==> src/mcs_pkg.sv <==
// Shared constants and types for the modulator clock synchroniser.
package mcs_pkg;
    // Core clock period in picoseconds (250 MHz).
    localparam int unsigned MCS_CLK_PS        = 4000;
    // Accepted sync input band, in kHz.
    localparam int unsigned MCS_SYNC_MIN_KHZ  = 5000;
    localparam int unsigned MCS_SYNC_MAX_KHZ  = 12000;
    // Preferred band for the source, kept for reference only; the bench does not use it.
    localparam int unsigned MCS_SYNC_OPT_LO_KHZ = 6000;
    localparam int unsigned MCS_SYNC_OPT_HI_KHZ = 9000;
    // Longest sync period in core cycles at the slowest accepted rate.
    localparam int unsigned MCS_SLOW_PER_CYC  = (1000000000 / MCS_SYNC_MIN_KHZ) / MCS_CLK_PS;
    // Clock-loss threshold: twice the slowest period without an edge.
    localparam int unsigned MCS_LOSS_CYC      = 2 * MCS_SLOW_PER_CYC;
    // Training length in internal clock periods; forwarding delay in core clock cycles.
    localparam int unsigned MCS_TRAIN_CYC     = 127;
    localparam int unsigned MCS_DLY_DEPTH     = 127;
    // Internal periods shown on the sync output before locking to a newly seen source.
    localparam int unsigned MCS_LOCK_OSC      = 4;
    // Internal oscillator half period in core cycles (about 6.25 MHz).
    localparam int unsigned MCS_OSC_HALF      = 20;
    localparam int unsigned MCS_CNT_W         = 8;

    typedef enum logic [4:0] {
        MCS_OFF   = 5'h01,
        MCS_REF   = 5'h02,
        MCS_TRAIN = 5'h04,
        MCS_INT   = 5'h08,
        MCS_EXT   = 5'h10
    } mcs_state_t;
endpackage

==> src/mcs_delay_line.sv <==
// Shift-register delay line for the forwarded sync clock.
`timescale 1ns/1ns
module mcs_delay_line #(
    parameter int unsigned DEPTH = 127
) (
    // Clock and reset
    input  wire logic i_core_clk,
    input  wire logic i_sys_rst,
    // Data
    input  wire logic i_en,
    input  wire logic i_d,
    output logic      o_q
);
    logic [DEPTH-1:0] line_r;
    logic [DEPTH-1:0] line_nxt;

    always_comb begin
        line_nxt = line_r;
        if (i_en) begin
            line_nxt = {line_r[DEPTH-2:0], i_d};
        end
    end

    always_ff @(posedge i_core_clk) begin
        if (i_sys_rst) begin
            line_r <= '0;
        end else begin
            line_r <= line_nxt;
        end
    end

    assign o_q = line_r[DEPTH-1];
endmodule

==> src/mcs_sync_core.sv <==
// Clock selection, training and sync forwarding for the modulator.
`timescale 1ns/1ns
// What this block does
// - Standalone, master (loopback) and slave roles are all supported.
// - Accept a 5 to 12 MHz sync input clock and run the modulator on it.
// - No synchronisation happens until shutdown is released.
// - Master (loopback) sync output is the internal clock delayed by 128 core cycles (127-stage line plus output register).
// - Startup marker releases after one full internal clock cycle.
// - Switching release held for 127 internal cycles of training after the marker.
// - Sync output carries the internal clock during training.
// - Static sync input: sync output quiet, modulator on internal clock.
// - Looped-back sync input: sync output is the delayed internal clock.
// - External clock on sync input: sync output buffers it.
// - One irregular modulator pulse may occur when switching to external clock.
// - From static to clock: several internal cycles first, then lock.
// - From clock to static: buffered sync output stops at once; a master's delayed clock runs on until the loss-detect interval ends.
// - After a loss-detect interval the modulator returns to the internal clock.
module mcs_sync_core
    import mcs_pkg::*;
#(
    parameter int unsigned LOSS_CYC  = mcs_pkg::MCS_LOSS_CYC,
    parameter int unsigned OSC_HALF  = mcs_pkg::MCS_OSC_HALF,
    parameter int unsigned TRAIN_CYC = mcs_pkg::MCS_TRAIN_CYC,
    parameter int unsigned DLY_DEPTH = mcs_pkg::MCS_DLY_DEPTH
) (
    // Clock and reset
    input  wire logic                i_core_clk,
    input  wire logic                i_sys_rst,
    // Control pin
    input  wire logic                i_shutdown_n,
    // Sync pins
    input  wire logic                i_sync_in,
    output logic                     o_sync_out,
    // Modulator side
    output logic                     o_mod_clk,
    output logic                     o_switching_release,
    output logic                     o_ext_mode,
    output mcs_pkg::mcs_state_t      o_state
);
    import mcs_pkg::*;

    localparam int unsigned LW = $clog2(LOSS_CYC + 1);

    // Sync input synchroniser; stages two and three are looked at.
    logic       sin_s1_r;
    logic       sin_s2_r;
    logic       sin_s3_r;
    always_ff @(posedge i_core_clk) begin
        if (i_sys_rst) begin
            sin_s1_r <= 1'b0;
            sin_s2_r <= 1'b0;
            sin_s3_r <= 1'b0;
        end else begin
            sin_s1_r <= i_sync_in;
            sin_s2_r <= sin_s1_r;
            sin_s3_r <= sin_s2_r;
        end
    end
    logic sin_rise;
    assign sin_rise = sin_s2_r & ~sin_s3_r;

    // Internal oscillator derived from the core clock; half-period enable divider.
    logic [MCS_CNT_W-1:0] osc_cnt_r, osc_cnt_nxt;
    logic                 osc_r, osc_nxt;
    logic                 osc_tick;
    assign osc_tick = (osc_cnt_r == MCS_CNT_W'(OSC_HALF - 1));
    always_comb begin
        osc_cnt_nxt = osc_tick ? '0 : osc_cnt_r + 1'b1;
        osc_nxt     = osc_tick ? ~osc_r : osc_r;
    end
    always_ff @(posedge i_core_clk) begin
        if (i_sys_rst || !i_shutdown_n) begin
            osc_cnt_r <= '0;
            osc_r     <= 1'b0;
        end else begin
            osc_cnt_r <= osc_cnt_nxt;
            osc_r     <= osc_nxt;
        end
    end
    logic osc_rise;
    assign osc_rise = osc_tick & ~osc_r;

    // Edge-loss counter: saturates when the input has had no rising edge.
    logic [LW-1:0] idle_r, idle_nxt;
    logic          in_live;
    always_comb begin
        if (sin_rise) begin
            idle_nxt = '0;
        end else if (idle_r != LW'(LOSS_CYC)) begin
            idle_nxt = idle_r + 1'b1;
        end else begin
            idle_nxt = idle_r;
        end
    end
    always_ff @(posedge i_core_clk) begin
        if (i_sys_rst) begin
            idle_r <= LW'(LOSS_CYC);
        end else begin
            idle_r <= idle_nxt;
        end
    end
    assign in_live = (idle_r != LW'(LOSS_CYC));

    // Mode sequencer.
    mcs_state_t    st_r, st_nxt;
    logic [7:0]    tr_r, tr_nxt;
    logic          loop_r, loop_nxt;
    logic [1:0]    so_h_r, so_h_nxt;
    always_comb begin
        st_nxt   = st_r;
        tr_nxt   = tr_r;
        loop_nxt = loop_r;
        case (st_r)
            MCS_OFF: begin
                if (i_shutdown_n) begin
                    st_nxt = MCS_REF;
                end
            end
            MCS_REF: begin
                // One whole oscillator period, ending on its second rising edge.
                loop_nxt = 1'b1;
                if (osc_rise) begin
                    tr_nxt = tr_r + 1'b1;
                    if (tr_r == 8'h01) begin
                        st_nxt = MCS_TRAIN;
                        tr_nxt = 8'h00;
                    end
                end
            end
            MCS_TRAIN: begin
                // A looped-back pin echoes our own output two register stages late.
                // Any other difference means a foreign source or a static level.
                if (sin_s2_r != so_h_r[1]) begin
                    loop_nxt = 1'b0;
                end
                if (osc_rise) begin
                    tr_nxt = tr_r + 1'b1;
                    if (tr_r == 8'(TRAIN_CYC - 1)) begin
                        st_nxt = in_live ? MCS_EXT : MCS_INT;
                        tr_nxt = 8'h00;
                    end
                end
            end
            MCS_INT: begin
                if (!in_live) begin
                    tr_nxt = 8'h00;
                end else if (osc_rise) begin
                    tr_nxt = tr_r + 1'b1;
                    if (tr_r == 8'(MCS_LOCK_OSC - 1)) begin
                        st_nxt = MCS_EXT;
                        tr_nxt = 8'h00;
                    end
                end
            end
            MCS_EXT: begin
                if (!in_live) begin
                    st_nxt   = MCS_INT;
                    loop_nxt = 1'b0;
                end
            end
            default: st_nxt = MCS_OFF;
        endcase
    end
    always_ff @(posedge i_core_clk) begin
        if (i_sys_rst || !i_shutdown_n) begin
            st_r   <= MCS_OFF;
            tr_r   <= 8'h00;
            loop_r <= 1'b0;
        end else begin
            st_r   <= st_nxt;
            tr_r   <= tr_nxt;
            loop_r <= loop_nxt;
        end
    end

    // The delay line always carries the internal clock; a master feeds its own pin from it.
    // Its long lag also staggers the edges of chained parts.
    logic dly_in;
    logic dly_q;
    assign dly_in = osc_r;
    mcs_delay_line #(
        .DEPTH (DLY_DEPTH)
    ) u_dly (
        .i_core_clk (i_core_clk),
        .i_sys_rst  (i_sys_rst),
        .i_en       (1'b1),
        .i_d        (dly_in),
        .o_q        (dly_q)
    );

    // Outputs registered. Static input in INT mode silences the pin at once.
    logic so_r, so_nxt, mc_r, mc_nxt;
    always_comb begin
        so_nxt   = 1'b0;
        so_h_nxt = {so_h_r[0], so_r};
        if (st_r == MCS_TRAIN || st_r == MCS_REF) begin
            so_nxt = osc_r;
        end else if (st_r == MCS_EXT && loop_r) begin
            // A master has no other source, so a broken loop ends its clock as well.
            so_nxt = dly_q;
        end else if (st_r == MCS_EXT) begin
            so_nxt = sin_s2_r;
        end else if (st_r == MCS_INT && in_live) begin
            so_nxt = osc_r;
        end
        // Switching to the external clock may cut a modulator phase short.
        mc_nxt = (st_r == MCS_EXT) ? sin_s2_r : osc_r;
    end
    always_ff @(posedge i_core_clk) begin
        if (i_sys_rst || !i_shutdown_n) begin
            so_r   <= 1'b0;
            mc_r   <= 1'b0;
            so_h_r <= 2'h0;
        end else begin
            so_r   <= so_nxt;
            mc_r   <= mc_nxt;
            so_h_r <= so_h_nxt;
        end
    end

    assign o_sync_out          = so_r;
    assign o_mod_clk           = mc_r;
    assign o_switching_release = (st_r == MCS_INT) || (st_r == MCS_EXT);
    assign o_ext_mode          = (st_r == MCS_EXT);
    assign o_state             = st_r;
endmodule

==> config.mk <==
export PLATFORM = sky130hd
export DESIGN_NAME = mcs_sync_core
export DESIGN_NICKNAME = d
export VERILOG_FILES = /design/src/mcs_pkg.sv /design/src/mcs_delay_line.sv /design/src/mcs_sync_core.sv
export SDC_FILE = /design/constraint.sdc
export NUM_CORES = 1
export LEC_CHECK = 0
export BUFFER_PORTS_ARGS = -buffer_cell sky130_fd_sc_hd__buf_4
export CAP_MARGIN = 30
export CORE_MARGIN = 2
export CORE_UTILIZATION = 25
export CTS_CLUSTER_DIAMETER = 60
export CTS_CLUSTER_SIZE = 40
export DETAILED_ROUTE_END_ITERATION = 8
export PLACE_DENSITY = 0.42
export SYNTH_ARGS = -nofsm -noshare
export SYNTH_HDL_FRONTEND = slang
export SYNTH_HIERARCHICAL = 1
export SYNTH_SLANG_ARGS = --single-unit
==> constraint.sdc <==
create_clock -name i_core_clk -period 2.7 [get_ports i_core_clk]
set_input_delay 0.405 -clock i_core_clk [delete_from_list [all_inputs] [get_ports i_core_clk]]
set_output_delay 0.405 -clock i_core_clk [all_outputs]
set_load 0.02 [all_outputs]
# [Word-level counts from Yosys, hierarchy flattened]
# Index checks and enable logic that the tools add are counted.
[classes] addsub=3 eq_ne=22 muxes=29 bitwise=4 reduce_logical=14
[ops] operator="$mux 8" n=7
[ops] operator="$mux 5" n=10
[ops] operator="$pmux 5 s5" n=1
[ops] operator="$pmux 8 s3" n=1
[ops] operator="$ne 2x2->1 const B" n=10
[ops] operator="$add 8x1->8 const B" n=2
[ops] operator="$mux 7" n=2
[ops] operator="$reduce_and 9->1" n=1
[ops] operator="$eq 8x1->1 const B" n=1
[ops] operator="$eq 8x2->1 const B" n=1
[ops] operator="$eq 8x5->1 const B" n=1
[ops] operator="$eq 8x7->1 const B" n=1
[ops] operator="$add 7x1->7 const B" n=1
[ops] operator="$mux 1" n=7
[ops] operator="$ne 7x7->1 const B" n=1
[ops] operator="$reduce_bool 3->1" n=2
[ops] operator="$eq 5x1->1 const B" n=1
[ops] operator="$eq 5x2->1 const B" n=1
[ops] operator="$eq 5x3->1 const B" n=1
[ops] operator="$eq 5x4->1 const B" n=1
[ops] operator="$eq 5x5->1 const B" n=1
[ops] operator="$reduce_and 4->1" n=1
[ops] operator="$reduce_or 2->1" n=2
[ops] operator="$logic_or 1x1->1" n=3
[ops] operator="other kinds (9)" n=12
[totals] register_bits=164 in_bits=4 output_inout_bits=9 elab_cells=86

# [Logic depth before layout (Yosys ltp)]
# Gate-level depths: netlist (run 1).
[logic_depth] ltp_word=6 mapped_depth=8 depth_no_buf=7

# [Cells and area by module]
# Netlist (run 1), hierarchy kept.
[modules_own_cells] module="mcs_delay_line" n_inst=1 cells_per_inst=409 area_per_inst_um2=4479.3 seq_area_each_um2=2542.4
[modules_own_cells] module="mcs_sync_core" n_inst=1 cells_per_inst=221 area_per_inst_um2=1950.6 seq_area_each_um2=740.7

# [Worst setup path before layout (run 1)]
# No wires, ideal clock.
[synth_timing] kind="register to register" startpoint="reg st_r[2], in the netlist o_state[2]" endpoint="reg tr_r[5]" setup_time_ns=0.067 arrival_ns=2.037 required_ns=2.633 path_slack_ns=0.597 path_stages_with_launch=8 path_buffers=2 synth_period_minus_slack_ns=2.103 cell_sequence="dfxtp_1 buf_2 xor2_1 a211o_1 a2bb2o_4 buf_6 or4_4 a21oi_2"
[synth_via] elab_chain_cells=3 word_cells_on_any_way=9 cone_classes="eq/ne: 6; mux: 1; reduce/logical: 2"
[synth_rtl] item="start, declared" line="mcs_sync_core.sv:105" source="mcs_state_t st_r, st_nxt;"
[synth_rtl] item="start signal, assigned" line="mcs_sync_core.sv:170" source="st_r <= st_nxt;"
[synth_rtl] item="$eq 5x4->1, or another cell as far along" line="mcs_sync_core.sv:113" source="case (st_r)"
[synth_rtl] item="$ne 3x3->1 (no line), or another cell as far along"
[synth_rtl] item="$reduce_and 4->1 (no line)"
[synth_rtl] item="end signal, assigned" line="mcs_sync_core.sv:171" source="tr_r <= tr_nxt;"
[synth_rtl] item="end, declared" line="mcs_sync_core.sv:106" source="logic [7:0] tr_r, tr_nxt;"
# Parallel ways exist; a longest one is shown, timed or not.
# A chain may end at the register's enable or synchronous reset.

# [Worst setup path in the final report (run 1)]
[layout_timing] startpoint="reg osc_cnt_r[0]" endpoint="reg st_r[4], in the netlist o_state[4]"
[layout_via] elab_chain_cells=4 word_cells_on_any_way=6 cone_classes="eq/ne: 4; bitwise: 1; reduce/logical: 1"
[layout_rtl] item="start, declared" line="mcs_sync_core.sv:63" source="logic [MCS_CNT_W-1:0] osc_cnt_r, osc_cnt_nxt;"
[layout_rtl] item="start signal, assigned" line="mcs_sync_core.sv:76" source="osc_cnt_r <= osc_cnt_nxt;"
[layout_rtl] item="$eq 8x5->1 (*)" line="mcs_sync_core.sv:66" source="assign osc_tick = (osc_cnt_r == MCS_CNT_W'(OSC_HALF - 1));"
[layout_rtl] item="$and 1x1->1 (*)" line="mcs_sync_core.sv:81" source="assign osc_rise = osc_tick & ~osc_r;"
[layout_rtl] item="$ne 2x2->1 (no line)"
[layout_rtl] item="$reduce_and 9->1 (no line) (*)"
# Every way passes the cells marked *; elsewhere a longest branch is shown, timed or not.

==> summary.md, run 1 <==
| Metric | Value |
|---|---|
| Leakage component of the power | 3.00 nW |
| Via density per instance | 4.26 |
| Total number of H-tree levels | 4 |
| DRT antenna net count | 0 |
| Post-synthesis sequential element count | 164 |
| Clock latency at the later pin of the worst-skew pair | 420 ps |
| Final count of pins violating max slew | 0 |
| Count of final hold-check violations | 0 |
| Number of clock buffers inserted by TritonCTS | 17 |
| RSZ-0062 raised after global routing | false |
| Synthesized Nets | 640 |
| Placed Instance Area | 6710 µm² |
| DIE HEIGHT | 164 µm |
| Remaining max-slew budget at the tightest pin | 0.596 |
| Most common library cell in the layout ignoring fill and taps | dfxtp_1 |
| Yosys synthesis warning count | 6 |
| Cell area power density | 694 nW/µm² |
| Antenna violations before repair | 0 |
| Final TNS setup | 0 ps |
| CTS resizes | 0 |
| Simple-gate portion of the synthesized area | 0.160 |
| Growth of design area from synthesis to finish | 12.9% |
| Setup-failing EPs final | 0 |
| Kind of launch point of the worst setup path | flip-flop |
| Share of synthesized flip-flops with an asynchronous set or reset | 0 |
| Cell chosen for the clock root | clkbuf_16 |
| CP endpoint kind | flip-flop |
| Max Fanout on Critical Path | 5 |
| Switching power summed over all nets | 1.23 mW |
| Clock period minus final worst setup slack | 2330 ps |
| Share of cells above drive strength 1 | 0.0929 |
| Most used DFF post-synth | dfxtp_1 |
| Number of nets at the end of the flow | 633 |
| Number of enable-type register cells in the synthesized netlist | 0 |
| HPWL reported at the end of detailed placement | 6.29 mm |
| Number of cells in the design after placement | 934 |
| Seq pwr share | 0.492 |
| Most used cells in the layout excluding fill and tap cells | 164 x dfxtp_1, 144 x nor2_1, 129 x mux2i_1, 18 x nand3_1, 17 x clkbuf_16 |
| Top achievable clock speed | 428 MHz |
| DRT iter0 DRCs | 162 |
| Vias in the first global route | 3919 |
| Number of filler cells placed in the layout | 2612 |
| Top-Level Pins | 13 |
| Area of the core | 25200 µm² |
| Final antenna diode count | 0 |
| Post-synthesis compound-gate area fraction | 0.0523 |
| Starting density of the core | 0.255 |
| Die ar. | 27000 µm² |
| Gate count of the mapped netlist | 630 |
| CP Data Required Time | 3060 ps |
| Number of buffers between clock root and the deepest sink | 2 |
| Number of iterations in the first detailed-routing pass | 4 |
| # hold bufs at CTS | 0 |
| Post-route cell area | 7260 µm² |
| Maximum ir drop on the vdd rail | 261 µV |
| Number of maximum-capacitance constraint violations | 0 |
| Gpl congestion | 0.760 |
| Post-synthesis cell area | 6430 µm² |
| Overall routing resource usage | 0.0841 |
| Buffers inserted by post-CTS timing repair | 0 |
| Run status | complete, no violations |
| Combinational family with the most area after synthesis | multiplexers |
| Worst path arrival time | 2700 ps |
| Internal power consumption | 3.81 mW |
| Routed wire length | 10.5 mm |
| Final setup skew | 16.5 ps |
| Final Non-Filler Cells | 965 |
| Portion of total power attributed to the clock network | 0.441 |
| Routed WL per cell | 10.9 µm |
| Worst min-delay path class | primary input to flip-flop |
| First-pass GRT wire length | 18.4 mm |
| Drt drc | 0 |
| Floorplan row count | 58 |
| Critical path class | flip-flop to flip-flop |
| Share of synthesized area spent on multiplexers | 0.203 |
| Pin count of the biggest net entering global routing | 138 |
| Fraction of the mapped netlist area in adder cells | 0.0117 |
| Register area share after synthesis | 0.511 |
| Combinational group share of total power | 0.067 |
| CTS tree | built |
| Total overflow reported by the global router | 0 |
| Number of library cell types mapped by synthesis | 54 |
| Detailed-route via count | 4114 |
| Average cell area after synthesis | 10.2 µm² |
| Share of the cycle needed by the critical path after routing | 0.865 |
| Floorplan die width | 164 µm |
| Count of buffers inserted at the top-level ports | 12 |
| Net Sw Frac | 0.245 |
| Clock Pin Slew Worst Setup and Hold Paths | 70 ps |
| Worst Tran Pin Value | 604 ps |
| Sink count of the clock tree | 164 |
| Tightest hold margin | 217 ps |
| Xor/xnor share of the synthesized area | 0.0191 |
cell families after synthesis:
kind of cell | count (synthesis)
AO/OA/AOI/OAI | 45
XOR/XNOR | 14
adder cells (fa/ha/maj) | 6
buffers and inverters | 47
flip-flops | 164
multiplexers | 130
other | 1
AND/OR/NAND/NOR | 223
critical path, cell delays in order, from the launching register on:
cell     delay, ps
dfxtp_1        370
ha_1           240
nor4b_1        410
nand2_1        200
o32a_1         370
nor3_1         420
o221a_2        260
sequential cells by signal (all words and copies together), names as in the netlist, 2 cells and up:
| signal | flops |
|---|---|
| u_dly/line_r | 127 |
| osc_cnt_r | 8 |
| tr_r | 8 |
| idle_r | 7 |
| o_state | 5 |
| so_h_r | 2 |
final timing paths:
| path | start | to | slack, ps | cells past startpoint |
|---|---|---|---|---|
| worst min-delay path | i_sync_in | sin_s1_r$_SDFF_PP0_ | 220 | 2 |
| worst min register to register | so_h_r[0]$_SDFF_PP0_ | so_h_r[1]$_SDFF_PP0_ | 430 | 1 |
| worst max-delay path | osc_cnt_r[0]$_SDFF_PP0_ | o_state[4]$_SDFFE_PP0P_ | 370 | 6 |
| worst max register to register | osc_cnt_r[0]$_SDFF_PP0_ | o_state[4]$_SDFFE_PP0P_ | 370 | 6 |
layout make-up:
| type | count | area (µm²) | share of cell area |
|---|---|---|---|
| Sequential cell | 164 | 3280 | 0.452 |
| Multi-Input combinational cell | 419 | 2870 | 0.395 |
| Clock buffer | 19 | 453 | 0.0624 |
| Tap cell | 330 | 413 | 0.0569 |
| Timing Repair Buffer | 14 | 118 | 0.0162 |
| Clock inverter | 12 | 97.6 | 0.0134 |
| Inverter | 7 | 26.3 | 0.00362 |
routing by layer:
layer | GRT usage | vias to the layer above | part of all wire
li1 | - | 2143 | -
met2 | 0.131 | 40 | 0.44
met3 | 0.0276 | 6 | 0.027
met4 | 0.0368 | 0 | 0.011
met5 | 0 | - | 0
met1 | 0.106 | 1925 | 0.53
stage by stage:
stage	util	total power, mW	setup slack, ps
after floorplan	-	2.83	597
after global placement	0.266	2.86	539
after detailed placement	0.266	2.87	421
after CTS	0.288	5.15	345
after global routing	0.288	5.29	162
final	0.288	5.04	365
power by group through the flow:
stage          registers, mW  clock network [mW]  logic, mW
2_1_floorplan           2.52                   0      0.302
3_3_place_gp            2.53                   0      0.332
3_5_place_dp            2.53                   0      0.337
4_1_cts                 2.48                2.33      0.337
5_1_grt                 2.48                2.43      0.378
6_report                2.48                2.22      0.339
cells in the mapped netlist (2+ instances only):
| library cell | number | area [µm²] |
|---|---|---|
| mux2i_1 | 129 | 1290 |
| ha_1 | 6 | 75.1 |
| a22o_1 | 2 | 17.5 |
| or2_2 | 2 | 12.5 |
| clkbuf_1 | 16 | 60.1 |
| buf_6 | 2 | 22.5 |
| a21oi_1 | 9 | 45.0 |
| xor2_1 | 10 | 87.6 |
| a21o_1 | 2 | 15.0 |
| o2111ai_1 | 5 | 43.8 |
| or4_1 | 3 | 22.5 |
| inv_1 | 7 | 26.3 |
| nor3b_2 | 2 | 25.0 |
| nand3_1 | 18 | 90.1 |
| and3_1 | 8 | 50.1 |
| buf_2 | 3 | 15.0 |
| buf_8 | 3 | 45.0 |
| nor4_1 | 3 | 18.8 |
| o21ai_0 | 7 | 35.0 |
| nand4b_1 | 2 | 17.5 |
| nand2_1 | 12 | 45.0 |
| buf_4 | 13 | 97.6 |
| xnor2_1 | 4 | 35.0 |
| o31ai_1 | 4 | 30.0 |
| nor2_1 | 144 | 541 |
| nor3_1 | 6 | 30.0 |
| nand2b_1 | 4 | 25.0 |
| buf_1 | 3 | 11.3 |
| nor3b_1 | 2 | 15.0 |
| nor2b_1 | 5 | 31.3 |
| dfxtp_1 | 164 | 3280 |
| o21bai_1 | 3 | 22.5 |
| a211oi_1 | 3 | 22.5 |
| and2_1 | 4 | 25.0 |
Power figures use the tool's default switching activity.
==> run 2, diff against run 1 <==
REMOVE_ABC_BUFFERS = 1   (was unset)
==> run 2 against run 1 <==
Clock power grew 8%. Clock skew shrank 6.5 ps. Total power grew 3.4%. Sequential share of layout area shrank 0.23 points. Register-to-register slack gained 60 ps. Non-clock buffer count is the same. Design area grew 0.52%. Critical path depth shrank 2. Routed wire length grew 1.1%. Global-route usage shrank 0.062 points. First-iteration DRC count grew 110%. Core utilization grew 0.15 points. Critical endpoint is now o_switching_release.
==> summary.md, run 2 (same netlist as run 1, synthesis figures left out) <==
| Metric | Value |
|---|---|
| Reg2Reg Capture Point | o_state[4]$_SDFFE_PP0P_ |
| Kind of launch point of the worst setup path | flip-flop |
| Stage delay of the slowest cell on the critical path | 540 ps |
| Number of maximum-capacitance constraint violations | 0 |
| Number of buffers between clock root and the deepest sink | 2 |
| Clock latency at the later pin of the worst-skew pair | 420 ps |
| Max FFs per register | 127 |
| Cells along the critical path | nor3_1 > nor3b_2 > or2_2 > buf_4 |
| # hold bufs at CTS | 0 |
| Area of the core | 25200 µm² |
| Via density per instance | 4.30 |
| RSZ-0062 raised after global routing | false |
| Routed wire length | 10.7 mm |
| Worst Tran Pin Value | 644 ps |
| Die ar. | 27000 µm² |
| Number of clock buffers inserted by TritonCTS | 17 |
| R2R Setup Slk | 430 ps |
| Drt drc | 0 |
| Antenna violations before repair | 0 |
| Leakage component of the power | 3.01 nW |
| Maximum ir drop on the vdd rail | 339 µV |
| Top Registers | u_dly/line_r: 127 flops, osc_cnt_r: 8 flops, tr_r: 8 flops |
| Starting density of the core | 0.255 |
| Post-route cell area | 7300 µm² |
| CP endpoint kind | output port |
| CTS tree | built |
| Final antenna diode count | 0 |
| Number of filler cells placed in the layout | 2612 |
| Reg-to-reg startpoint | osc_cnt_r[0]$_SDFF_PP0_ |
| Max Fanout on Critical Path | 11 |
| Setup-failing EPs final | 0 |
| Floorplan die width | 164 µm |
| Cell chosen for the clock root | clkbuf_16 |
| Final setup skew | 10.0 ps |
| Detailed-route via count | 4153 |
| Placed Instance Area | 6710 µm² |
| CP bufs+invs | 1 |
| Delay-heaviest family, CP | simple AND/OR/NAND/NOR gates |
| Vias in the first global route | 3955 |
| Final count of pins violating max slew | 0 |
| Buffers inserted by post-CTS timing repair | 0 |
| DIE HEIGHT | 164 µm |
| Clock period minus final worst setup slack | 2460 ps |
| Share of cells above drive strength 1 | 0.0928 |
| Critical path class | flip-flop to output port |
| DRT iter0 DRCs | 348 |
| Top-Level Pins | 13 |
| Hold Crit Depth | 2 |
| HPWL reported at the end of detailed placement | 6.29 mm |
| Cell area power density | 714 nW/µm² |
| Worst path arrival time | 2050 ps |
| CTS resizes | 0 |
| Most used cells in the layout excluding fill and tap cells | 164 x dfxtp_1, 144 x nor2_1, 129 x mux2i_1, 18 x nand3_1, 17 x clkbuf_16 |
| Count of final hold-check violations | 0 |
| Total overflow reported by the global router | 0 |
| Critical path depth in cells | 4 |
| Number of nets at the end of the flow | 633 |
| Total number of H-tree levels | 4 |
| Growth of design area from synthesis to finish | 13.5% |
| Overall routing resource usage | 0.0834 |
| Count of buffers inserted at the top-level ports | 12 |
| Worst Hold Path EP | sin_s1_r$_SDFF_PP0_ |
| CP Data Required Time | 2300 ps |
| Run status | complete, no violations |
| Number of cells traversed by the worst register-to-register path | 6 |
| Pin count of the biggest net entering global routing | 136 |
| Top achievable clock speed | 407 MHz |
| Routed WL per cell | 11.0 µm |
| Register with the highest flop count | u_dly/line_r |
| Slowest cell on the critical path | nor3b_2 |
| Number of iterations in the first detailed-routing pass | 6 |
| DRT antenna net count | 0 |
| Share of the cycle needed by the critical path after routing | 0.910 |
| Worst min-delay path class | primary input to flip-flop |
| Final TNS setup | 0 ps |
| Floorplan row count | 58 |
| Remaining max-slew budget at the tightest pin | 0.571 |
| Most common library cell in the layout ignoring fill and taps | dfxtp_1 |
| First-pass GRT wire length | 18.4 mm |
| Clock Pin Slew Worst Setup and Hold Paths | 70 ps |
| Gpl congestion | 0.760 |
| Startpoint of the tightest hold check path | i_sync_in |
| Sink count of the clock tree | 164 |
run 2: cell count changes in the layout (fill, tap and decap cells not counted), sizes merged:
| cell | change |
|---|---|
| clkbuf | -1 |
| bufinv | +1 |
| clkinv | -3 |
| inv | +4 |
run 2: through the flow:
step | setup slack (ps) | std cells | utilization | hold slack (ps) | power [mW]
floorplan | 665 | 590 | - | 406 | 2.77
global placement | 559 | 934 | 0.266 | 420 | 2.86
detailed placement | 476 | 934 | 0.266 | 431 | 2.87
CTS | 226 | 966 | 0.290 | 188 | 5.31
global route | 113 | 966 | 0.290 | 206 | 5.46
finish | 242 | 966 | 0.290 | 205 | 5.21
run 2: how the worst max path moves through the flow:
stage	slack [ps]	startpoint	endpoint
after detailed placement	480	osc_cnt_r[0]$_SDFF_PP0_	o_state[4]$_SDFFE_PP0P_
after floorplan	660	o_state[2]$_SDFFE_PP0P_	tr_r[5]$_SDFFE_PP0P_
after global routing	110	o_state[1]$_SDFFE_PP0P_	o_switching_release
after global placement	560	osc_cnt_r[0]$_SDFF_PP0_	o_state[4]$_SDFFE_PP0P_
final	240	o_state[1]$_SDFFE_PP0P_	o_switching_release
after CTS	230	o_state[1]$_SDFFE_PP0P_	o_switching_release
run 2: layer usage:
layer  share of wire  wire [µm]  vias to the layer above  GRT usage
met5               0          0                        -          0
met4           0.013        134                        0     0.0300
met3           0.038        408                       11     0.0319
met2            0.45       4790                       43      0.135
met1            0.50       5320                     1956      0.101
li1                -          -                     2143          -
run 2: layout make-up:
cell class / instances / area (µm²) / area share
well taps: 330 / 413 / 0.0566
clock inverters: 14 / 159 / 0.0218
flip-flops and latches: 164 / 3280 / 0.450
clock buffers: 18 / 429 / 0.0588
repair buffers: 14 / 118 / 0.0161
inverters: 7 / 26.3 / 0.00360
multi-input cells: 419 / 2870 / 0.393
run 2: where the power goes:
| part | switching (mW) | internal (mW) | total (mW) | leakage, nW |
|---|---|---|---|---|
| Sequential | 0.0334 | 2.44 | 2.48 | 1.32 |
| Clock | 1.07 | 1.32 | 2.39 | 0.283 |
| Combinational | 0.216 | 0.128 | 0.344 | 1.41 |
==> run 3, diff against run 2 <==
CELL_PAD_IN_SITES_DETAIL_PLACEMENT = 1   (was unset)
CELL_PAD_IN_SITES_GLOBAL_PLACEMENT = 1   (was unset)
PLACE_DENSITY = 0.48   (was 0.42)
==> run 3 against run 2 <==
First-iteration DRC count is 43% lower. Setup slack better by 25 ps. Clock-buffer cell count rose by 1. Global-route usage grew 1.3 points. Clock power is 8.8% higher. Total power grew 4.1%. Via count is 2.7% higher. Hold slack lost 13 ps. Register-to-register slack got worse by 60 ps. Largest cell class unchanged. Largest power group is now the clock network.
==> summary.md, run 3 (same netlist as run 1, synthesis figures left out) <==
| Metric | Value |
|---|---|
| Run status | complete, no violations |
| Max FFs per register | 127 |
| DRT antenna net count | 0 |
| Vias in the first global route | 4459 |
| Number of maximum-capacitance constraint violations | 0 |
| Top Registers | u_dly/line_r: 127 flops, osc_cnt_r: 8 flops, tr_r: 8 flops |
| Starting density of the core | 0.255 |
| CTS resizes | 0 |
| RSZ-0062 raised after global routing | false |
| Setup-failing EPs final | 0 |
| Worst min-delay path class | primary input to flip-flop |
| Antenna violations before repair | 0 |
| Number of clock buffers inserted by TritonCTS | 17 |
| Cells along the critical path | nor3_1 > nor3b_2 > or2_2 > buf_4 |
| Top-Level Pins | 13 |
| Clock period minus final worst setup slack | 2430 ps |
| Met3 usage in global routing | 0.0256 |
| CP endpoint kind | output port |
| Maximum ir drop on the vdd rail | 276 µV |
| Share of the cycle needed by the critical path after routing | 0.901 |
| Busiest metal layer after global routing | met2 |
| Gpl congestion | 0.749 |
| Overall routing resource usage | 0.0968 |
| Share of cells above drive strength 1 | 0.0926 |
| Final antenna diode count | 0 |
| Cell area power density | 739 nW/µm² |
| Count of final hold-check violations | 0 |
| Number of nets at the end of the flow | 634 |
| Tightest hold margin | 192 ps |
| Max Fanout on Critical Path | 11 |
| Total overflow reported by the global router | 0 |
| Most used cells in the layout excluding fill and tap cells | 164 x dfxtp_1, 144 x nor2_1, 129 x mux2i_1, 18 x nand3_1, 17 x clkbuf_16 |
| Met1 demand-to-capacity share in global routing | 0.117 |
| Post-route cell area | 7340 µm² |
| Via density per instance | 4.41 |
| Utilization after layout | 0.292 |
| Worst Tran Pin Value | 576 ps |
| Kind of launch point of the worst setup path | flip-flop |
| Slowest cell on the critical path | nor3b_2 |
| Floorplan row count | 58 |
| CP Data Required Time | 2300 ps |
| DIE HEIGHT | 164 µm |
| Worst path arrival time | 2030 ps |
| Routed WL per cell | 12.7 µm |
| Number of iterations in the first detailed-routing pass | 4 |
| Buffers inserted by post-CTS timing repair | 0 |
| Met2 usage | 0.162 |
| Final TNS setup | 0 ps |
| Routed wire length | 12.2 mm |
| Footprint of the multi-input gates | 2870 µm² |
| Most common library cell in the layout ignoring fill and taps | dfxtp_1 |
| Growth of design area from synthesis to finish | 14.2% |
| Clock latency at the later pin of the worst-skew pair | 420 ps |
| HPWL reported at the end of detailed placement | 7.43 mm |
| Detailed-route via count | 4265 |
| Cell chosen for the clock root | clkbuf_16 |
| Final setup skew | 9.19 ps |
| Storage element area | 3280 µm² |
| Drt drc | 0 |
| Number of filler cells placed in the layout | 2821 |
| Sink count of the clock tree | 164 |
| CTS tree | built |
| Die ar. | 27000 µm² |
| Total power draw | 5.43 mW |
| Stage delay of the slowest cell on the critical path | 520 ps |
| DRT iter0 DRCs | 200 |
| Floorplan die width | 164 µm |
| Count of buffers inserted at the top-level ports | 12 |
| Top achievable clock speed | 411 MHz |
| Placed Instance Area | 6720 µm² |
| # hold bufs at CTS | 0 |
| Area of the core | 25200 µm² |
| First-pass GRT wire length | 21.2 mm |
| Final count of pins violating max slew | 0 |
| Critical path class | flip-flop to output port |
| Total number of H-tree levels | 4 |
| Number of buffers between clock root and the deepest sink | 2 |
| Pin count of the biggest net entering global routing | 128 |
| Register with the highest flop count | u_dly/line_r |
| Leakage component of the power | 3.04 nW |
| Clock Pin Slew Worst Setup and Hold Paths | 60 ps |
| Remaining max-slew budget at the tightest pin | 0.615 |
[run 3: changes by cell type in the layout (fill, tap and decap cells not counted), sizes merged]
cell,delta
buf,+1
bufinv,+3
clkbuf,+1
clkinv,-1
inv,-3
[run 3: cell type report]
class / instances / area share
flip-flops and latches: 164 / 0.447
multi-input cells: 419 / 0.391
clock buffers: 19 / 0.0589
well taps: 330 / 0.0562
clock inverters: 13 / 0.0266
repair buffers: 15 / 0.0170
inverters: 7 / 0.00358
[run 3: power by group]
group | switching, mW | internal, mW
clock | 1.03 | 1.57
combinational | 0.223 | 0.128
sequential | 0.0338 | 2.44
[run 3: worst paths after layout]
| check | startpoint | endpoint | slack [ps] | cells past startpoint |
|---|---|---|---|---|
| max | o_state[1]$_SDFFE_PP0P_ | o_switching_release | 270 | 4 |
| min | i_sync_in | sin_s1_r$_SDFF_PP0_ | 190 | 2 |
| max reg2reg | osc_cnt_r[0]$_SDFF_PP0_ | o_state[4]$_SDFFE_PP0P_ | 370 | 6 |
| min reg2reg | so_h_r[0]$_SDFF_PP0_ | so_h_r[1]$_SDFF_PP0_ | 450 | 1 |
[run 3: through the flow]
step                      worst slack, ps  std cells
final                                 268        967
after global routing                 75.2        967
after CTS                             207        967
after detailed placement              454        935
after global placement                568        935
after floorplan                       665        590
[run 3: worst max-delay path: cells and delay by family (launching register included)]
kind	cells	cell delay, ps
buffers and inverters	1	130
AND/OR/NAND/NOR	3	1030
flip-flops	1	440
[run 3: routing by layer]
metal  routed length, µm  vias to the layer above  part of all wire
met5                   0                        -                 0
met4                 203                        0             0.017
met3                 331                       13             0.027
met2                5780                       37              0.47
met1                5920                     2068              0.48
li1                    -                     2147                 -
